<file path="src/rps_cfg.svh">
// Constants of the real-time-clock period scheduler
`ifndef RPS_CFG_SVH
`define RPS_CFG_SVH
`define RPS_CLK_HZ      250000000
`define RPS_SEC_TIME    1
`define RPS_CYC_PER_SEC (`RPS_CLK_HZ * `RPS_SEC_TIME)
`define RPS_SEC_PER_MIN 60
`define RPS_LAST_MIN    6'h3B
`define RPS_LAST_HR     5'h17
`define RPS_DAY_MON     3'h1
`define RPS_DAY_SUN     3'h7
`define RPS_A_CTRL      12'h000
`define RPS_A_CLOCK     12'h004
`define RPS_A_PER0      12'h008
`define RPS_A_STEP      12'h004
`define RPS_A_TSRC      12'h018
`define RPS_A_OFS       12'h01C
`define RPS_A_RELAY     12'h020
`define RPS_A_STAT      12'h024
`define RPS_TSRC_STRIDE 8
`define RPS_RSEL_STRIDE 4
`define RPS_FN_OFF      2'h0
`define RPS_FN_ON       2'h1
`define RPS_FN_DI       2'h2
`define RPS_SPD_OFF     3'h0
`define RPS_SPD_FIRST   3'h1
`define RPS_SPD_LAST    3'h4
`define RPS_SPD_PAIR    3'h5
`define RPS_RUN_SCHED   3'h4
`define RPS_LOCK_FWD    2'h1
`define RPS_LOCK_REV    2'h2
`define RPS_DI_FW       6
`define RPS_DI_OFFSET   6'h38
`define RPS_DI_TIMER    6'h3E
`define RPS_DI_FIRE     6'h3F
`define RPS_CTRL_RST    16'h0000
`endif

</file>
<file path="src/rps_pkg.sv">
// Types shared by the scheduler modules
package rps_pkg;
  typedef struct packed {
    logic [4:0] hr;
    logic [5:0] mn;
  } rps_clk_t;
  typedef struct packed {
    logic [2:0] day;
    rps_clk_t   tod;
  } rps_time_t;
  typedef struct packed {
    logic [2:0] eday;
    logic [2:0] sday;
    rps_clk_t   stop;
    rps_clk_t   start;
  } rps_period_t;
  typedef struct packed {
    logic [1:0] lock;
    logic [3:0] dir;
    logic [2:0] rsrc;
    logic [2:0] spd;
    logic [1:0] osel;
    logic [1:0] tfunc;
  } rps_ctrl_t;
  typedef enum logic {
    RPS_OFS_IDLE = 1'b0,
    RPS_OFS_RUN  = 1'b1
  } rps_ofs_st_t;
endpackage

</file>
<file path="src/rps_cal_if.sv">
// Calendar load and time-of-day carrier
`timescale 1ns/1ps
interface rps_cal_if;
  import rps_pkg::*;
  logic      load;
  rps_time_t set;
  rps_time_t now;
  logic      tick;
  modport cal (input load, input set, output now, output tick);
  modport user (output load, output set, input now, input tick);
endinterface

</file>
<file path="src/rps_calendar.sv">
// Minute, hour and weekday counter
`timescale 1ns/1ps
`include "rps_cfg.svh"
module rps_calendar
  import rps_pkg::*;
#(
  parameter int CYC_PER_SEC = `RPS_CYC_PER_SEC,
  parameter int SEC_PER_MIN = `RPS_SEC_PER_MIN
) (
  input wire logic pclk,
  input wire logic presetn,
  input wire logic ce,
  rps_cal_if.cal   bus
);
  localparam int CW = $clog2(CYC_PER_SEC);
  localparam int SW = $clog2(SEC_PER_MIN);
  if (CYC_PER_SEC < 2 || SEC_PER_MIN < 2) begin : g_chk
    $error("rps_calendar: prescaler counts must be at least 2");
  end
  typedef struct packed {
    logic [CW-1:0] cyc;
    logic [SW-1:0] sec;
    rps_time_t     now;
    logic          tick;
  } rps_cal_st_t;
  rps_cal_st_t s;
  rps_cal_st_t next_s;
  always_comb begin
    next_s = s;
    next_s.tick = 1'b0;
    if (bus.load) begin
      next_s.now = bus.set;
      next_s.cyc = '0;
      next_s.sec = '0;
    end else if (s.cyc != CW'(CYC_PER_SEC - 1)) begin
      next_s.cyc = s.cyc + CW'(1);
    end else begin
      next_s.cyc = '0;
      if (s.sec != SW'(SEC_PER_MIN - 1)) begin
        next_s.sec = s.sec + SW'(1);
      end else begin
        next_s.sec = '0;
        next_s.tick = 1'b1;
        if (s.now.tod.mn != `RPS_LAST_MIN) begin
          next_s.now.tod.mn = s.now.tod.mn + 6'h01;
        end else begin
          next_s.now.tod.mn = 6'h00;
          if (s.now.tod.hr != `RPS_LAST_HR) begin
            next_s.now.tod.hr = s.now.tod.hr + 5'h01;
          end else begin
            next_s.now.tod.hr = 5'h00;
            // Weekday runs Monday to Sunday
            next_s.now.day = (s.now.day == `RPS_DAY_SUN) ? `RPS_DAY_MON
                                                         : s.now.day + 3'h1;
          end
        end
      end
    end
  end
  always_ff @(posedge pclk or negedge presetn) begin
    if (!presetn) begin
      s <= '{cyc: '0, sec: '0, now: '{day: `RPS_DAY_MON, tod: '0}, tick: 1'b0};
    end else if (ce) begin
      s <= next_s;
    end
  end
  assign bus.now  = s.now;
  assign bus.tick = s.tick;
endmodule

</file>
<file path="src/rps_period_match.sv">
// One time period: weekday range and inclusive time-of-day window
`timescale 1ns/1ps
`include "rps_cfg.svh"
module rps_period_match
  import rps_pkg::*;
(
  input  wire logic  pclk,
  input  wire logic  presetn,
  input  wire logic  ce,
  input  rps_time_t  now,
  input  rps_period_t cfg,
  output logic       active
);
  typedef struct packed {
    logic act;
  } rps_pm_st_t;
  rps_pm_st_t s;
  rps_pm_st_t next_s;
  logic day_in;
  logic tod_in;
  always_comb begin
    next_s = s;
    // Ranges that run past Sunday or past midnight wrap around
    if (cfg.sday <= cfg.eday) begin
      day_in = now.day >= cfg.sday && now.day <= cfg.eday;
    end else begin
      day_in = now.day >= cfg.sday || now.day <= cfg.eday;
    end
    if (cfg.start < cfg.stop) begin
      tod_in = now.tod >= cfg.start && now.tod <= cfg.stop;
    end else begin
      tod_in = now.tod >= cfg.start || now.tod <= cfg.stop;
    end
    next_s.act = (cfg.start != cfg.stop) && day_in && tod_in;
  end
  always_ff @(posedge pclk or negedge presetn) begin
    if (!presetn) begin
      s <= '0;
    end else if (ce) begin
      s <= next_s;
    end
  end
  assign active = s.act;
endmodule

</file>
<file path="src/rps_scheduler.sv">
// Real-time-clock period scheduler with APB registers
`timescale 1ns/1ps
`include "rps_cfg.svh"
module rps_scheduler
  import rps_pkg::*;
#(
  parameter int N_DI        = 6,
  parameter int N_RELAY     = 2,
  parameter int CYC_PER_SEC = `RPS_CYC_PER_SEC,
  parameter int SEC_PER_MIN = `RPS_SEC_PER_MIN
) (
  input  wire logic                         pclk,
  input  wire logic                         presetn,
  input  wire logic                         ce,
  input  wire logic [11:0]                  paddr,
  input  wire logic                         psel,
  input  wire logic                         penable,
  input  wire logic                         pwrite,
  input  wire logic [31:0]                  pwdata,
  output logic      [31:0]                  prdata,
  output logic                              pready,
  output logic                              pslverr,
  input  wire logic [N_DI-1:0]              di_level,
  input  wire logic [N_DI*`RPS_DI_FW-1:0]   di_func,
  input  wire logic                         power_loss_ride_through,
  input  wire logic                         manual_stop,
  output logic                              run_cmd,
  output logic                              reverse_cmd,
  output logic [1:0]                        speed_stage,
  output logic                              speed_ctrl,
  output logic [N_RELAY-1:0]                relay_out
);
  if (N_DI < 1 || N_RELAY < 1 || N_RELAY > 8) begin : g_chk
    $error("rps_scheduler: N_DI must be >= 1 and N_RELAY 1 to 8");
  end
  typedef struct packed {
    rps_ctrl_t                 ctrl;
    rps_period_t [3:0]         per;
    logic [3:0][4:0]           tsrc;
    rps_clk_t                  ofs_time;
    logic [N_RELAY-1:0][2:0]   rsel;
    rps_ofs_st_t               ofs_st;
    rps_clk_t                  ofs_cnt;
    logic                      osel_prev;
    logic                      di_ofs_prev;
    logic                      gov_per_prev;
    logic                      hold;
    logic                      ok;
    logic                      err;
    logic [31:0]               rdata;
    logic                      run;
    logic                      rev;
    logic [1:0]                stage;
    logic                      spd_ctrl;
    logic [N_RELAY-1:0]        relay;
  } rps_main_st_t;
  rps_main_st_t s;
  rps_main_st_t next_s;

  rps_cal_if cal_bus ();
  logic [N_DI-1:0]    ofs_hit;
  logic [N_DI-1:0]    tim_hit;
  logic [N_DI-1:0]    fire_hit;
  logic [3:0]         pact;
  logic [3:0]         pact_g;
  logic [3:0]         tim;
  logic [3:0]         tper;
  logic [N_RELAY-1:0] relay_c;
  logic               suppress;
  logic               en;
  logic               di_ofs;
  logic               osel_on;
  logic               ofs_start;
  logic               off_act;
  logic               gov;
  logic               gov_per;
  logic [1:0]         idx;
  logic               req_rev;
  logic               lock_ok;
  logic               wr;
  logic               hit;
  logic [31:0]        rd;

  rps_calendar #(
    .CYC_PER_SEC (CYC_PER_SEC),
    .SEC_PER_MIN (SEC_PER_MIN)
  ) u_cal (
    .pclk    (pclk),
    .presetn (presetn),
    .ce      (ce),
    .bus     (cal_bus.cal)
  );

  for (genvar i = 0; i < N_DI; i++) begin : g_di
    logic [`RPS_DI_FW-1:0] fn;
    assign fn          = di_func[i*`RPS_DI_FW +: `RPS_DI_FW];
    assign ofs_hit[i]  = di_level[i] && fn == `RPS_DI_OFFSET;
    assign tim_hit[i]  = di_level[i] && fn == `RPS_DI_TIMER;
    assign fire_hit[i] = fn == `RPS_DI_FIRE;
  end

  for (genvar p = 0; p < 4; p++) begin : g_per
    rps_period_match u_pm (
      .pclk    (pclk),
      .presetn (presetn),
      .ce      (ce),
      .now     (cal_bus.now),
      .cfg     (s.per[p]),
      .active  (pact[p])
    );
  end

  assign suppress = |fire_hit || power_loss_ride_through;
  assign en = !suppress && (s.ctrl.tfunc == `RPS_FN_ON ||
              (s.ctrl.tfunc == `RPS_FN_DI && |tim_hit));
  assign pact_g  = en ? pact : 4'h0;
  assign di_ofs  = |ofs_hit;
  assign osel_on = en && s.ctrl.osel == `RPS_FN_ON;
  // Offset starts on an edge so a held input does not retrigger
  assign ofs_start = (osel_on && !s.osel_prev) ||
                     (en && s.ctrl.osel == `RPS_FN_DI && di_ofs && !s.di_ofs_prev);
  assign off_act = en && s.ofs_st == RPS_OFS_RUN;

  for (genvar t = 0; t < 4; t++) begin : g_tim
    assign tper[t] = |(s.tsrc[t][3:0] & pact_g);
    assign tim[t]  = tper[t] || (s.tsrc[t][4] && off_act);
  end

  for (genvar r = 0; r < N_RELAY; r++) begin : g_rly
    // Codes 1 to 4 pick one timer, anything else leaves the relay off
    assign relay_c[r] = (s.rsel[r] >= 3'h1 && s.rsel[r] <= 3'h4) ?
                        tim[2'(s.rsel[r] - 3'h1)] : 1'b0;
  end

  assign lock_ok = !(req_rev && s.ctrl.lock == `RPS_LOCK_FWD) &&
                   !(!req_rev && s.ctrl.lock == `RPS_LOCK_REV);
  assign wr  = psel && penable && pwrite && s.ok;
  assign cal_bus.load = ce && wr && paddr == `RPS_A_CLOCK;
  assign cal_bus.set  = rps_time_t'(pwdata[13:0]);

  always_comb begin
    next_s  = s;
    gov     = 1'b0;
    gov_per = 1'b0;
    idx     = 2'h0;
    req_rev = 1'b0;
    hit     = 1'b0;
    rd      = 32'h0000_0000;
    if (s.ctrl.spd >= `RPS_SPD_FIRST && s.ctrl.spd <= `RPS_SPD_LAST) begin
      gov     = tim[2'(s.ctrl.spd - 3'h1)];
      gov_per = tper[2'(s.ctrl.spd - 3'h1)];
      req_rev = s.ctrl.dir[2'(s.ctrl.spd - 3'h1)];
    end else if (s.ctrl.spd == `RPS_SPD_PAIR) begin
      gov     = en;
      gov_per = tper[0] || tper[1];
      idx     = {tim[1], tim[0]};
      req_rev = s.ctrl.dir[idx];
    end
    // Register read mux and decode
    unique case (paddr)
      `RPS_A_CTRL: begin
        hit = 1'b1;
        rd  = {16'h0000, s.ctrl};
      end
      `RPS_A_CLOCK: begin
        hit = 1'b1;
        rd  = {18'h00000, cal_bus.now};
      end
      `RPS_A_TSRC: begin
        hit = 1'b1;
        for (int t = 0; t < 4; t++) begin
          rd[t*`RPS_TSRC_STRIDE +: 5] = s.tsrc[t];
        end
      end
      `RPS_A_OFS: begin
        hit = 1'b1;
        rd  = {21'h000000, s.ofs_time};
      end
      `RPS_A_RELAY: begin
        hit = 1'b1;
        for (int r = 0; r < N_RELAY; r++) begin
          rd[r*`RPS_RSEL_STRIDE +: 3] = s.rsel[r];
        end
      end
      `RPS_A_STAT: begin
        hit = 1'b1;
        rd  = {17'h00000, s.stage, s.rev, s.run, en, s.hold, off_act, tim, pact_g};
      end
      default: begin
        for (int p = 0; p < 4; p++) begin
          if (paddr == `RPS_A_PER0 + 12'(p) * `RPS_A_STEP) begin
            hit = 1'b1;
            rd  = {4'h0, s.per[p]};
          end
        end
      end
    endcase
    // Read data and error are captured before pready, so they come from flops
    if (psel && !s.ok) begin
      next_s.rdata = rd;
      next_s.err   = !hit;
    end
    next_s.ok = psel && !(penable && s.ok);
    if (wr) begin
      if (paddr == `RPS_A_CTRL) next_s.ctrl = rps_ctrl_t'(pwdata[15:0]);
      if (paddr == `RPS_A_OFS) next_s.ofs_time = rps_clk_t'(pwdata[10:0]);
      if (paddr == `RPS_A_TSRC) begin
        for (int t = 0; t < 4; t++) begin
          next_s.tsrc[t] = pwdata[t*`RPS_TSRC_STRIDE +: 5];
        end
      end
      if (paddr == `RPS_A_RELAY) begin
        for (int r = 0; r < N_RELAY; r++) begin
          next_s.rsel[r] = pwdata[r*`RPS_RSEL_STRIDE +: 3];
        end
      end
      for (int p = 0; p < 4; p++) begin
        if (paddr == `RPS_A_PER0 + 12'(p) * `RPS_A_STEP) begin
          next_s.per[p] = rps_period_t'(pwdata[27:0]);
        end
      end
    end
    // Offset duration counts down in whole minutes
    next_s.osel_prev   = osel_on;
    next_s.di_ofs_prev = di_ofs;
    unique case (s.ofs_st)
      RPS_OFS_IDLE: begin
        if (ofs_start && s.ofs_time != '0) begin
          next_s.ofs_st  = RPS_OFS_RUN;
          next_s.ofs_cnt = s.ofs_time;
        end
      end
      RPS_OFS_RUN: begin
        if (!en || s.ctrl.osel == `RPS_FN_OFF) begin
          next_s.ofs_st = RPS_OFS_IDLE;
        end else if (cal_bus.tick) begin
          if (s.ofs_cnt == '0) begin
            next_s.ofs_st = RPS_OFS_IDLE;
          end else if (s.ofs_cnt.mn == 6'h00) begin
            next_s.ofs_cnt = '{hr: s.ofs_cnt.hr - 5'h01, mn: `RPS_LAST_MIN};
          end else begin
            next_s.ofs_cnt.mn = s.ofs_cnt.mn - 6'h01;
          end
        end
      end
    endcase
    // Stop wins over a period start in the same cycle
    next_s.gov_per_prev = gov_per;
    if (manual_stop && s.run) begin
      next_s.hold = 1'b1;
    end else if ((gov_per && !s.gov_per_prev) || ofs_start) begin
      next_s.hold = 1'b0;
    end
    next_s.spd_ctrl = en && s.ctrl.spd >= `RPS_SPD_FIRST &&
                      s.ctrl.spd <= `RPS_SPD_PAIR;
    next_s.run = next_s.spd_ctrl && s.ctrl.rsrc == `RPS_RUN_SCHED && gov &&
                 !s.hold && lock_ok;
    next_s.rev   = req_rev;
    next_s.stage = idx;
    next_s.relay = en ? relay_c : '0;
  end

  always_ff @(posedge pclk or negedge presetn) begin
    if (!presetn) begin
      s       <= '0;
      s.ctrl  <= rps_ctrl_t'(`RPS_CTRL_RST);
      s.ofs_st <= RPS_OFS_IDLE;
    end else if (ce) begin
      s <= next_s;
    end
  end

  assign pready      = ce && s.ok;
  assign pslverr     = psel && penable && s.ok && s.err;
  assign prdata      = s.rdata;
  assign run_cmd     = s.run;
  assign reverse_cmd = s.rev;
  assign speed_stage = s.stage;
  assign speed_ctrl  = s.spd_ctrl;
  assign relay_out   = s.relay;
endmodule

</file>
<file path="config.mk">
export PLATFORM = sky130hd
export DESIGN_NAME = rps_scheduler
export DESIGN_NICKNAME = d
export VERILOG_FILES = /design/src/rps_pkg.sv /design/src/rps_cal_if.sv /design/src/rps_calendar.sv /design/src/rps_period_match.sv /design/src/rps_scheduler.sv
export VERILOG_INCLUDE_DIRS = /design/src
export SDC_FILE = /design/constraint.sdc
export NUM_CORES = 1
export LEC_CHECK = 0
export ABC_AREA = 1
export BUFFER_PORTS_ARGS = -buffer_cell sky130_fd_sc_hd__buf_4
export CORE_MARGIN = 2
export CORE_UTILIZATION = 40
export CTS_CLUSTER_DIAMETER = 50
export DETAILED_ROUTE_END_ITERATION = 8
export PLACE_DENSITY = 0.66
export SLEW_MARGIN = 10
export SYNTH_ARGS = -nofsm -noshare
export SYNTH_HDL_FRONTEND = slang
export SYNTH_SLANG_ARGS = --single-unit
export TNS_END_PERCENT = 10
</file>
<file path="constraint.sdc">
create_clock -name pclk -period 2.35 [get_ports pclk]
set_input_delay 0.1175 -clock pclk [delete_from_list [all_inputs] [get_ports pclk]]
set_output_delay 0.1175 -clock pclk [all_outputs]
set_load 0.005 [all_outputs]
</file>
==> impl_metrics.tcl <==
set metrics [dict create \
    vias 17451 \
    syn_area_sq_um 17800 \
    synth_flop_cell "dfrtp_1" \
    place.gp.congestion 1.01 \
    multi_input_area_sq_um 9630 \
    worstSetupEndpoint "u_cal.bus.now[2]$_DFFE_PN0P_" \
    cts-buffers-inserted 40 \
    report.final.slew_viol_count 0 \
    crit_path_max_fanout 5 \
    tightest_slew_ps 762 \
    period_share 0.971 \
    antenna_found_initial 0 \
    yosysWarnings 0 \
    ctsLongestPathBuffers 3 \
    leakage_nw 10.3 \
    critPathSlowestCell "dfrtp_1" \
    r2r-start "u_cal.s[21]$_DFFE_PN0P_" \
    hold_violations 0 \
    fp.dieH_um 215 \
    final-setup-viol-count 0 \
    end_kind "flop" \
    crit_chain "ha_2 -> nand2_2 -> nor2_4 -> nand2_2 -> nor2_4 -> inv_2 -> nor4_4 -> nor2_2 -> nor2_4 -> nand2_4 -> inv_4 -> o21ai_2 -> a31oi_1 -> a21oi_2" \
    diodes 0 \
    wl_per_cell_um 20.7 \
    finClkSkew_ps 27.7 \
    hold_path_class "in -> reg" \
    post-route-min-period_ps 2280 \
    rows 77 \
    seq_area_sq_um 6810 \
    finalNetCount 2793 \
    area_growth_pct 24.3 \
    die_area_sq_um 46300 \
    drive_gt1_frac 0.174 \
    ios 135 \
    rr_worst_depth 14 \
    fin_area_sq_um 22200 \
    power_density_nw_per_um2 556 \
    drt.antenna.violating_nets 0 \
    dp_hpwl_mm 49.9 \
    htree_levels 2 \
    synth_edf_count 0 \
    post_dp_cell_area_sq_um 20200 \
    drc 0 \
    slowest_delay_ps 380 \
    maxCapViolCount 0 \
    cts.root.buffer_cell "clkbuf_16" \
    insertion_delay_ps 570 \
    viasPerCell 5.56 \
    slew-limit-headroom 0.492 \
    initial_utilization 0.404 \
    status "finished clean" \
    async_flop_share 1.00 \
    wl_mm 65.0 \
    max_clock_freq_mhz 438 \
    rsz0062_at_grt "yes" \
    r2r_setup_slack_ps 70 \
    drt_pass1_iterations 8 \
    min_from "pwdata[14]" \
    start_kind "flop" \
    grt_overflow_total 0 \
    cts_tree "done" \
    clkTransAtPathRegs_ps 70 \
    ys_seq_area_frac 0.382 \
    grt_max_degree 58 \
    rr_endpoint "u_cal.bus.now[2]$_DFFE_PN0P_" \
    grtUsageTotal 0.280 \
    ys_types 66 \
    crit_path_frequent_cell "nor2_4" \
    ys_ff_latch 272 \
    drt_iter0_drc 1760 \
    critPathArrivalTime_ps 2720 \
    crit_start "u_cal.s[21]$_DFFE_PN0P_" \
    io_buffers 128 \
    placeableCoreArea_sq_um 44100 \
    critical_path_class "reg -> reg" \
    nFillCells 4290 \
    peakVddDrop_uv 487 \
    clock_sinks 272 \
    tns_ps 0 \
    die_width_um 215 \
    synth.avg_cell_area_sq_um 7.86 \
    grt_pass1_vias 16770 \
    grt_pass1_wl_mm 99.2 \
    critPathRequiredTime_ps 2790 \
    synthCells 2269 \
]
==> worst min-delay path by stage <==
stage | endpoint | cells after the start
floorplan | g_per[0].u_pm.active$_DFFE_PN0P_ | 0
global placement | u_cal.s[26]$_DFFE_PN0P_ | 1
detailed placement | u_cal.s[30]$_DFFE_PN0P_ | 1
CTS | s[164]$_DFFE_PN0P_ | 3
global route | s[164]$_DFFE_PN0P_ | 3
finish | s[136]$_DFFE_PN0P_ | 3
==> Yosys cell counts, types with 11 or more instances <==
library cell | n | area, sq um
buf_4 | 36 | 270
a31oi_1 | 11 | 68.8
o21ai_0 | 266 | 1330
nand3_1 | 98 | 490
a21oi_1 | 130 | 651
ha_1 | 182 | 2280
nor3_1 | 34 | 170
o21ai_1 | 13 | 65.1
inv_1 | 278 | 1040
o22ai_1 | 47 | 294
nand4_1 | 43 | 269
nand2_1 | 488 | 1830
nor2_1 | 116 | 435
dfrtp_1 | 271 | 6780
nor4_1 | 19 | 119
a211oi_1 | 13 | 97.6
clkbuf_1 | 49 | 184
==> cells by family after synthesis <==
group / after synthesis / share of synthesized area
and+or+nand+nor: 847 / 0.210
AOI/OAI and AO/OA: 561 / 0.180
buffers and inverters: 387 / 0.0900
DFF: 272 / 0.382
adders and majority gates: 182 / 0.128
xor gates and xnor gates: 15 / 0.00736
muxes: 4 / 0.00231
other: 1 / 0.000210
==> power by group <==
group,switching (W),internal [W]
Clock,0.00248,0.00353
Sequential,0.000182,0.00485
Combinational,0.000764,0.000516
Total,0.00343,0.00889
==> final cells by class <==
class,instances,share of cell area
repair buffers,301,0.116
clock inverters,24,0.0116
clock buffers,48,0.0479
multi-input cells,1612,0.434
well taps,592,0.0334
inverters,290,0.0497
flip-flops and latches,272,0.307
==> cells in the final DEF, fill, tap and decap left out, types with 9 or more instances in the layout <==
master           n
a211oi_1        13
a21oi_1        123
a31oi_1         11
buf_12          17
buf_4          251
clkbuf_16       40
dfrtp_1        266
dlygate4sd3_1   29
ha_1           179
inv_1          274
inv_2           10
nand2_1        485
nand2_2         12
nand3_1         95
nand4_1         43
nor2_1         109
nor2_2          12
nor2_4          11
nor3_1          30
nor4_1          18
o21ai_0        255
o21ai_1         21
o221ai_1         9
o22ai_1         47
xor2_1          10
==> flip-flops by register name, summed over array words and instances (netlist names) <==
signal,cells
g_per.u_pm.active,4
prdata,29
relay_out,2
reverse_cmd,1
run_cmd,1
s,183
speed_ctrl,1
speed_stage,2
u_cal.bus.now,14
u_cal.bus.tick,1
u_cal.s,34
==> routing by layer <==
metal / global-route usage / part of all wire / up-vias
met5: 0 / 0 / -
met4: 0.121 / 0.044 / 0
met3: 0.0579 / 0.087 / 157
met2: 0.438 / 0.45 / 769
met1: 0.375 / 0.42 / 8315
li1: - / - / 8210
==> timing repair <==
action	CTS	global route
pin swaps	1	19
cloned	0	0
hold endpoints to repair	353	1
hold buffers	28	1
endpoints found under the setup margin	3	35
resized for setup	2	65
setup buffers	0	14
==> through the flow <==
step | util | cells | total power [W] | hold WS, ps | setup slack, ps
5_1_grt | 0.502 | 3139 | 0.0128 | 57.7 | -86.2
3_3_place_gp | 0.459 | 3024 | 0.00624 | 86.0 | -15.3
3_5_place_dp | 0.459 | 3024 | 0.00627 | 87.4 | 2.29
2_1_floorplan | - | 2271 | 0.00569 | -178 | 293
6_report | 0.502 | 3139 | 0.0123 | 36.9 | 69.0
4_1_cts | 0.495 | 3124 | 0.0123 | 14.1 | 2.15
==> critical path: cells and delay by family (launching register included) <==
family	cells	cell delay [ps]
simple gates	8	1100
flops	1	380
compound gates	3	320
fa+ha+maj	1	210
buf+inv	2	150
(Power assumes the default switching activity.)
